<file path="src/tcg_pkg.sv">
// Purpose: shared constants and types of the torque cutoff gating block
// Assumes: 200 MHz core clock
// Notes:   times are kept in their own unit, cycle counts derive from them
package tcg_pkg;

    // clock rate
    localparam int TCG_CLK_HZ = 200_000_000;
    localparam int TCG_HZ_PER_MS = TCG_CLK_HZ / 1000;
    localparam int TCG_HZ_PER_US = TCG_CLK_HZ / 1_000_000;

    // longest tolerated low test pulse, rounded down to cycles
    localparam int TCG_PULSE_MAX_US = 300;
    localparam int TCG_PULSE_MAX_CYC = TCG_HZ_PER_US * TCG_PULSE_MAX_US;

    // least spacing between tolerated pulses, rounded down to cycles
    localparam int TCG_PULSE_GAP_MS = 200;
    localparam int TCG_PULSE_GAP_CYC = TCG_HZ_PER_MS * TCG_PULSE_GAP_MS;

    // longest reaction from falling enable to blocked stage
    localparam int TCG_REACT_MS = 10;
    localparam int TCG_REACT_CYC = TCG_HZ_PER_MS * TCG_REACT_MS;

    // counter widths
    localparam int TCG_WIDTH_W = 17;
    localparam int TCG_GAP_W = 27;
    localparam int TCG_REACT_W = 22;

    // channel indices
    localparam int TCG_CH_LOCAL = 0;
    localparam int TCG_CH_STRING = 1;
    localparam int TCG_NUM_CH = 2;

    // drive enable states, gray along blocked-ready-run-coast
    typedef enum logic [1:0] {
        TCG_ST_BLOCKED = 2'b00,
        TCG_ST_READY = 2'b01,
        TCG_ST_RUN = 2'b11,
        TCG_ST_COAST = 2'b10
    } tcg_state_t;

    // filtered view of one enable channel
    typedef struct packed {
        logic ok;
        logic level;
        logic width_trip;
        logic gap_trip;
    } tcg_chan_t;

endpackage : tcg_pkg

</file>
<file path="src/tcg_gate.sv">
// Purpose: torque cutoff gating of one decentral servo drive
// Assumes: the local-input fitting strap is stable around reset release
// Notes:   status outputs are informational, never a safety decision
//
// Behaviour
// - power stage released only while the selected enable high (local if fitted, else string)
// - local falling edge blocks energy within 10 ms when local is fitted
// - string falling edge blocks energy within 10 ms when local is not fitted
// - local-fitted drive ignores string enable except at the string status output
// - torque needs enable high and hardware enable
// - short, well spaced low test pulses ignored
// - wide or frequent pulses switch to safe state
// - cutoff during run means uncontrolled coast, no braking
// - enable attempts refused while cutoff enable removed
// - string cutoff changes string status level
// - status high when enable absent, low present
`timescale 1ns/1ps
`default_nettype none
module tcg_gate
    import tcg_pkg::*;
#(
    // long counts, shorten for simulation
    parameter logic [TCG_WIDTH_W-1:0] WIDTH_CYC = TCG_WIDTH_W'(TCG_PULSE_MAX_CYC),
    parameter logic [TCG_GAP_W-1:0] GAP_CYC = TCG_GAP_W'(TCG_PULSE_GAP_CYC),
    parameter logic [TCG_REACT_W-1:0] REACT_CYC = TCG_REACT_W'(TCG_REACT_CYC)
) (
    // clock and reset
    input wire logic CLK_I,
    input wire logic RSTN_I,
    // cutoff enable inputs
    input wire logic LOCAL_ENABLE_I,
    input wire logic STRING_ENABLE_I,
    // configuration strap and drive control
    input wire logic LOCAL_FITTED_I,
    input wire logic STRING_STRING_HARDWARE_ENABLE_I,
    input wire logic DRIVE_ENABLE_REQ_I,
    // power stage and torque
    output logic POWER_STAGE_EN_O,
    output logic TORQUE_EN_O,
    output logic DRIVE_ENABLED_O,
    output logic COAST_O,
    // status and events
    output logic CUTOFF_STATUS_O,
    output logic STRING_STATUS_O,
    output logic CUTOFF_EVENT_O,
    output logic ENABLE_REFUSED_O,
    output logic TEST_PULSE_TRIP_O
);

    // channel views and raw inputs
    logic [TCG_NUM_CH-1:0] raw_in;
    tcg_chan_t chan [TCG_NUM_CH];

    // strap capture
    logic fitted_reg;
    logic fitted_seen_reg;

    // gating
    logic sel_ok;
    logic stage_ok;
    logic stage_prev_reg;
    logic req_prev_reg;
    logic req_rise;

    // drive enable state
    tcg_state_t state_reg;
    tcg_state_t state_next;

    // registered outputs
    logic power_en_reg;
    logic torque_en_reg;
    logic drive_en_reg;
    logic coast_reg;
    logic local_status_reg;
    logic string_status_reg;
    logic event_reg;
    logic refused_reg;
    logic trip_reg;

    // state is a valid enable state for the drive
    function automatic logic is_running(input tcg_state_t st);
        is_running = (st == TCG_ST_RUN);
    endfunction

    // cutoff engaged in this state
    function automatic logic is_cut(input tcg_state_t st);
        is_cut = (st == TCG_ST_BLOCKED) || (st == TCG_ST_COAST);
    endfunction

    assign raw_in[TCG_CH_LOCAL] = LOCAL_ENABLE_I;
    assign raw_in[TCG_CH_STRING] = STRING_ENABLE_I;

    // one filter per enable channel, local and string alike
    genvar gi;
    generate
        for (gi = 0; gi < TCG_NUM_CH; gi++) begin : g_chan
            tcg_pulse_filter #(
                .WIDTH_CYC(WIDTH_CYC),
                .GAP_CYC(GAP_CYC),
                .REACT_CYC(REACT_CYC)
            ) u_filter (
                .clk_i(CLK_I),
                .rstn_i(RSTN_I),
                .raw_i(raw_in[gi]),
                .chan_o(chan[gi])
            );
        end
    endgenerate

    // strap caught on the first edge after release, not by the reset
    always_ff @(posedge CLK_I or negedge RSTN_I) begin
        if (!RSTN_I) begin
            fitted_reg <= 1'b0;
            fitted_seen_reg <= 1'b0;
        end else if (!fitted_seen_reg) begin
            fitted_reg <= LOCAL_FITTED_I;
            fitted_seen_reg <= 1'b1;
        end
    end

    // a local-fitted drive looks only at its own input
    assign sel_ok = fitted_reg ? chan[TCG_CH_LOCAL].ok : chan[TCG_CH_STRING].ok;
    // nothing is released before the strap is known
    assign stage_ok = fitted_seen_reg & sel_ok;

    // edge history
    always_ff @(posedge CLK_I or negedge RSTN_I) begin
        if (!RSTN_I) begin
            stage_prev_reg <= 1'b0;
            req_prev_reg <= 1'b0;
        end else begin
            stage_prev_reg <= stage_ok;
            req_prev_reg <= DRIVE_ENABLE_REQ_I;
        end
    end

    assign req_rise = DRIVE_ENABLE_REQ_I & ~req_prev_reg;

    // next state of the drive enable
    always_comb begin
        state_next = state_reg;
        case (state_reg)
            TCG_ST_BLOCKED: begin
                if (stage_ok) begin
                    state_next = TCG_ST_READY;
                end
            end
            TCG_ST_READY: begin
                if (!stage_ok) begin
                    state_next = TCG_ST_BLOCKED;
                end else if (DRIVE_ENABLE_REQ_I) begin
                    state_next = TCG_ST_RUN;
                end
            end
            TCG_ST_RUN: begin
                if (!stage_ok) begin
                    // cutoff during run: no ramp, the motor coasts
                    state_next = TCG_ST_COAST;
                end else if (!DRIVE_ENABLE_REQ_I) begin
                    state_next = TCG_ST_READY;
                end
            end
            TCG_ST_COAST: begin
                // held disabled until the enable is back
                if (stage_ok) begin
                    state_next = TCG_ST_READY;
                end
            end
            default: begin
                state_next = TCG_ST_BLOCKED;
            end
        endcase
    end

    // state register
    always_ff @(posedge CLK_I or negedge RSTN_I) begin
        if (!RSTN_I) begin
            state_reg <= TCG_ST_BLOCKED;
        end else begin
            state_reg <= state_next;
        end
    end

    // power stage follows the filtered enable every cycle
    always_ff @(posedge CLK_I or negedge RSTN_I) begin
        if (!RSTN_I) begin
            power_en_reg <= 1'b0;
        end else begin
            power_en_reg <= stage_ok;
        end
    end

    // torque only with enable, hardware enable and a running drive
    always_ff @(posedge CLK_I or negedge RSTN_I) begin
        if (!RSTN_I) begin
            torque_en_reg <= 1'b0;
        end else begin
            torque_en_reg <= stage_ok & STRING_STRING_HARDWARE_ENABLE_I & is_running(state_next);
        end
    end

    // drive enable and coast indication
    always_ff @(posedge CLK_I or negedge RSTN_I) begin
        if (!RSTN_I) begin
            drive_en_reg <= 1'b0;
            coast_reg <= 1'b0;
        end else begin
            drive_en_reg <= is_running(state_next);
            coast_reg <= (state_next == TCG_ST_COAST);
        end
    end

    // a request made while the enable is off is refused and flagged
    always_ff @(posedge CLK_I or negedge RSTN_I) begin
        if (!RSTN_I) begin
            refused_reg <= 1'b0;
        end else begin
            refused_reg <= req_rise & ~stage_ok;
        end
    end

    // status levels: high while the enable is absent
    always_ff @(posedge CLK_I or negedge RSTN_I) begin
        if (!RSTN_I) begin
            local_status_reg <= 1'b1;
            string_status_reg <= 1'b1;
        end else begin
            local_status_reg <= ~chan[TCG_CH_LOCAL].ok;
            string_status_reg <= ~chan[TCG_CH_STRING].ok;
        end
    end

    // one-cycle event when the cutoff engages
    always_ff @(posedge CLK_I or negedge RSTN_I) begin
        if (!RSTN_I) begin
            event_reg <= 1'b0;
        end else begin
            event_reg <= stage_prev_reg & ~stage_ok & ~is_cut(state_reg);
        end
    end

    // one-cycle flag when a test pulse breaks the tolerance
    always_ff @(posedge CLK_I or negedge RSTN_I) begin
        if (!RSTN_I) begin
            trip_reg <= 1'b0;
        end else if (fitted_reg) begin
            trip_reg <= chan[TCG_CH_LOCAL].width_trip | chan[TCG_CH_LOCAL].gap_trip;
        end else begin
            trip_reg <= chan[TCG_CH_STRING].width_trip | chan[TCG_CH_STRING].gap_trip;
        end
    end

    // output drive
    assign POWER_STAGE_EN_O = power_en_reg;
    assign TORQUE_EN_O = torque_en_reg;
    assign DRIVE_ENABLED_O = drive_en_reg;
    assign COAST_O = coast_reg;
    assign CUTOFF_STATUS_O = local_status_reg;
    assign STRING_STATUS_O = string_status_reg;
    assign CUTOFF_EVENT_O = event_reg;
    assign ENABLE_REFUSED_O = refused_reg;
    assign TEST_PULSE_TRIP_O = trip_reg;

endmodule // tcg_gate
`default_nettype wire

</file>
<file path="src/tcg_pulse_filter.sv">
// Purpose: synchronise one enable input and tolerate short test pulses
// Assumes: raw input may change at any time relative to the clock
// Notes:   ok stays low after reset until the input has been seen high for WIDTH_CYC cycles
`timescale 1ns/1ps
`default_nettype none
module tcg_pulse_filter
    import tcg_pkg::*;
#(
    parameter logic [TCG_WIDTH_W-1:0] WIDTH_CYC = TCG_WIDTH_W'(TCG_PULSE_MAX_CYC),
    parameter logic [TCG_GAP_W-1:0] GAP_CYC = TCG_GAP_W'(TCG_PULSE_GAP_CYC),
    parameter logic [TCG_REACT_W-1:0] REACT_CYC = TCG_REACT_W'(TCG_REACT_CYC)
) (
    // clock and reset
    input wire logic clk_i,
    input wire logic rstn_i,
    // raw enable level
    input wire logic raw_i,
    // filtered channel view
    output tcg_chan_t chan_o
);

    logic sync1_reg;
    logic sync2_reg;
    logic prev_reg;
    logic [TCG_REACT_W-1:0] low_cnt_reg;
    logic [TCG_WIDTH_W-1:0] hi_cnt_reg;
    logic [TCG_GAP_W-1:0] gap_cnt_reg;
    logic trip_reg;
    logic width_hit;
    logic react_hit;
    logic gap_hit;
    logic fall;
    logic rise;
    logic hold_done;

    // two-stage synchroniser, first stage read only by the second
    always_ff @(posedge clk_i or negedge rstn_i) begin
        if (!rstn_i) begin
            sync1_reg <= 1'b0;
            sync2_reg <= 1'b0;
            prev_reg <= 1'b0;
        end else begin
            sync1_reg <= raw_i;
            sync2_reg <= sync1_reg;
            prev_reg <= sync2_reg;
        end
    end

    assign fall = prev_reg & ~sync2_reg;
    assign rise = ~prev_reg & sync2_reg;

    // low width counter, saturating
    always_ff @(posedge clk_i or negedge rstn_i) begin
        if (!rstn_i) begin
            low_cnt_reg <= '0;
        end else if (sync2_reg) begin
            low_cnt_reg <= '0;
        end else if (low_cnt_reg != '1) begin
            low_cnt_reg <= low_cnt_reg + 1'b1;
        end
    end

    // spacing since last pulse end, starts saturated so a first pulse passes
    always_ff @(posedge clk_i or negedge rstn_i) begin
        if (!rstn_i) begin
            gap_cnt_reg <= '1;
        end else if (rise) begin
            gap_cnt_reg <= '0;
        end else if (gap_cnt_reg != '1) begin
            gap_cnt_reg <= gap_cnt_reg + 1'b1;
        end
    end

    // high hold before release, so a short dip after a trip cannot re-arm
    always_ff @(posedge clk_i or negedge rstn_i) begin
        if (!rstn_i) begin
            hi_cnt_reg <= '0;
        end else if (!sync2_reg) begin
            hi_cnt_reg <= '0;
        end else if (!hold_done) begin
            hi_cnt_reg <= hi_cnt_reg + 1'b1;
        end
    end

    assign hold_done = (hi_cnt_reg == WIDTH_CYC);
    // pulse too wide: trips on its width-th low cycle
    assign width_hit = ~sync2_reg & (low_cnt_reg == TCG_REACT_W'(WIDTH_CYC - 1'b1));
    // safety net in case the width limit is set beyond the reaction time
    assign react_hit = ~sync2_reg & (low_cnt_reg == REACT_CYC - 1'b1);
    // pulse too soon after the previous one
    assign gap_hit = fall & (gap_cnt_reg < GAP_CYC);

    // trip latch, set wins over release
    always_ff @(posedge clk_i or negedge rstn_i) begin
        if (!rstn_i) begin
            trip_reg <= 1'b1;
        end else if (width_hit | react_hit | gap_hit) begin
            trip_reg <= 1'b1;
        end else if (hold_done) begin
            trip_reg <= 1'b0;
        end
    end

    // short, well spaced low pulses leave ok untouched
    assign chan_o.ok = ~trip_reg;
    assign chan_o.level = sync2_reg;
    assign chan_o.width_trip = width_hit | react_hit;
    assign chan_o.gap_trip = gap_hit;

endmodule // tcg_pulse_filter
`default_nettype wire

</file>
<file path="config.mk">
export PLATFORM = sky130hd
export DESIGN_NAME = tcg_gate
export DESIGN_NICKNAME = d
export VERILOG_FILES = /design/src/tcg_pkg.sv /design/src/tcg_gate.sv /design/src/tcg_pulse_filter.sv
export SDC_FILE = /design/constraint.sdc
export NUM_CORES = 1
export LEC_CHECK = 0
export BUFFER_PORTS_ARGS = -buffer_cell sky130_fd_sc_hd__buf_2
export CORE_MARGIN = 10
export CORE_UTILIZATION = 68
export DETAILED_ROUTE_END_ITERATION = 8
export PLACE_DENSITY = 0.82
export REMOVE_ABC_BUFFERS = 1
export SYNTH_ARGS = -nofsm -noshare
export SYNTH_HDL_FRONTEND = slang
export SYNTH_HIERARCHICAL = 1
export SYNTH_SLANG_ARGS = --single-unit
export TNS_END_PERCENT = 20
</file>
<file path="constraint.sdc">
create_clock -name CLK_I -period 4.84 [get_ports CLK_I]
set_input_delay 0.968 -clock CLK_I [delete_from_list [all_inputs] [get_ports CLK_I]]
set_output_delay 0.968 -clock CLK_I [all_outputs]
set_load 0.02 [all_outputs]
</file>
==> flow_summary.toml <==
[routing]
drtIter0Drc = 646
wl_per_cell_um = 17.4
vias = 6323
route.antenna.remaining_nets = 0
first_pass_iters = 5
via_per_inst = 6.39
drc = 0
finalWirelength_um = 17200

[timing]
finalSetupViolations = 0
finalClockSkew_ns = 0.00883
rsz0062_at_grt = "no"
relSlewSlack = 0.297
max_freq_mhz = 357
fin_crit_sh = 0.578
min_period_ns = 2.80
hold_violations = 0
slew_violations = 0
worst_pin_slew_ns = 1.05
finalSetupTns_ns = 0

[grt]
grt_pass1_wl_um = 29300
overflow = 0
grt_pass1_vias = 6217
grt_max_degree = 100
antenna_found_initial = 0
grt.total_usage = 0.211

[placement]
hpwl_um = 11200
dpl-instance-area_um2 = 8280
gp_congestion = 0.879
port_buffers = 15

[final_layout]
final_area_um2 = 8860
layout-drive-gt1-share = 0.161
diodes = 0
n_fill_cell = 795
largest_register_ffs = 54
nets = 848
area_growth_pct = 8.48

[floorplan]
die_h_um = 130
dieWidth_um = 130
initial_core_util = 0.704
rows = 39
io_pins = 16
die-area_um2 = 16800
core_um2 = 11600

[synthesis]
syn_inst = 827
syn-cell-area_um2 = 8170
avgSynthCellArea_um2 = 9.88
yosys_warnings = 6

[power]
ir_drop_uv = 239
power_density_nw_per_um2 = 322
p_leak_nw = 3.49

[critical_path]
slowest_delay_ns = 0.56
crit_type = "reg2reg"
critPathLaunch = "g_chan[0].u_filter/sync2_reg$_DFF_PN0_"
cp.arrival_ns = 3.15
regToRegStartpoint = "g_chan[0].u_filter/sync2_reg$_DFF_PN0_"
r2r_slack_ns = 2.04
required_ns = 5.19
reg2reg_depth = 6
path_buf_inv = 1
path_depth = 6
cp_max_fo = 34
end_kind = "register"
cp_cell_sequence = "buf_4 -> nor2b_4 -> or3_1 -> nor4_4 -> or4_1 -> a21oi_1"
crit_end = "g_chan[0].u_filter/gap_cnt_reg[12]$_DFFE_PN1P_"
cp_slowest_cell = "nor2b_4"
start_kind = "register"
cp_top_family = "simple AND/OR/NAND/NOR gates"
r2r-end = "g_chan[0].u_filter/gap_cnt_reg[12]$_DFFE_PN1P_"

[clocking]
cts_inserted_buffers = 17
clk_pin_slew_ns = 0.06
clkLatencyLatePin_ns = 0.42
post_cts_buffers = 0
clock-sinks = 154
htree_levels = 4
clockRootBuffer = "clkbuf_16"
clockBufferDepth = 2
hold_buffers = 0
ctsResizeCount = 0
cts_tree = "built"

[run]
cap_viol_max_count = 0

[hold_path]
hp-class = "reg2reg"

[outcome]
status = "finished clean"
==> metrics by stage <==
step,power [mW],hold slack (ns),setup WS (ns),instances,util
global placement,1.54,0.333,2.13,957,0.713
CTS,2.88,0.364,2.07,989,0.763
floorplan,1.49,0.331,2.02,794,-
detailed placement,1.56,0.350,2.06,957,0.713
global route,2.95,0.381,1.81,989,0.763
finish,2.85,0.363,2.04,989,0.763
==> how the worst min path moves through the flow <==
stage,start,end,slack (ns),cells past startpoint
after detailed placement,g_chan[1].u_filter/sync1_reg$_DFF_PN0_,g_chan[1].u_filter/sync2_reg$_DFF_PN0_,0.35,0
after global routing,g_chan[1].u_filter/sync1_reg$_DFF_PN0_,g_chan[1].u_filter/sync2_reg$_DFF_PN0_,0.38,0
after CTS,g_chan[1].u_filter/sync1_reg$_DFF_PN0_,g_chan[1].u_filter/sync2_reg$_DFF_PN0_,0.36,0
after floorplan,g_chan[0].u_filter/sync1_reg$_DFF_PN0_,g_chan[0].u_filter/sync2_reg$_DFF_PN0_,0.33,0
final,g_chan[1].u_filter/sync1_reg$_DFF_PN0_,g_chan[1].u_filter/sync2_reg$_DFF_PN0_,0.36,0
after global placement,g_chan[1].u_filter/sync1_reg$_DFF_PN0_,g_chan[1].u_filter/sync2_reg$_DFF_PN0_,0.33,0
==> layer usage <==
| layer | part of all wire | vias to the layer above | global-route usage | wire length (um) |
|---|---|---|---|---|
| li1 | - | 2987 | - | - |
| met1 | 0.43 | 3101 | 0.267 | 7430 |
| met2 | 0.50 | 208 | 0.351 | 8660 |
| met3 | 0.048 | 27 | 0.0465 | 829 |
| met4 | 0.015 | 0 | 0.0734 | 253 |
| met5 | 0 | - | 0 | 0 |
==> report_power, final <==
group | internal, mW | switching, mW
combinational | 0.0485 | 0.0950
sequential | 1.35 | 0.0460
clock | 0.809 | 0.507
total | 2.21 | 0.648
==> cell usage in the layout, fill, tap and decap left out, types with 3 or more instances in the layout <==
| master | count |
|---|---|
| a2111oi_0 | 3 |
| a211oi_1 | 6 |
| a21oi_1 | 33 |
| a311oi_1 | 5 |
| a31oi_1 | 12 |
| and2_1 | 18 |
| and3_1 | 17 |
| and4_1 | 18 |
| buf_2 | 14 |
| buf_4 | 5 |
| bufinv_16 | 3 |
| clkbuf_1 | 4 |
| clkbuf_16 | 17 |
| clkinvlp_4 | 4 |
| dfrtp_1 | 96 |
| dfstp_2 | 58 |
| ha_1 | 8 |
| inv_1 | 21 |
| mux2i_1 | 8 |
| nand2_1 | 56 |
| nand3_1 | 47 |
| nand4_1 | 28 |
| nor2_1 | 105 |
| nor2b_1 | 7 |
| nor3_1 | 19 |
| nor3_2 | 3 |
| nor4_1 | 8 |
| nor4b_1 | 8 |
| o2111ai_1 | 5 |
| o211ai_1 | 10 |
| o21a_1 | 3 |
| o21ai_0 | 20 |
| o21ai_1 | 5 |
| o31ai_1 | 6 |
| or2_2 | 8 |
| or3_1 | 15 |
| or4_1 | 5 |
| xnor2_1 | 45 |
| xor2_1 | 37 |
==> final cells by class <==
class,count,area [um2],area share
clock buffer,21,440,0.0497
clock inverter,11,148,0.0167
inverter,22,82.6,0.00932
multi-input combinational,618,3970,0.448
sequential,154,3930,0.443
tap,143,179,0.0202
timing repair buffer,20,119,0.0134
Note: power is estimated with default switching activity, not from simulation.
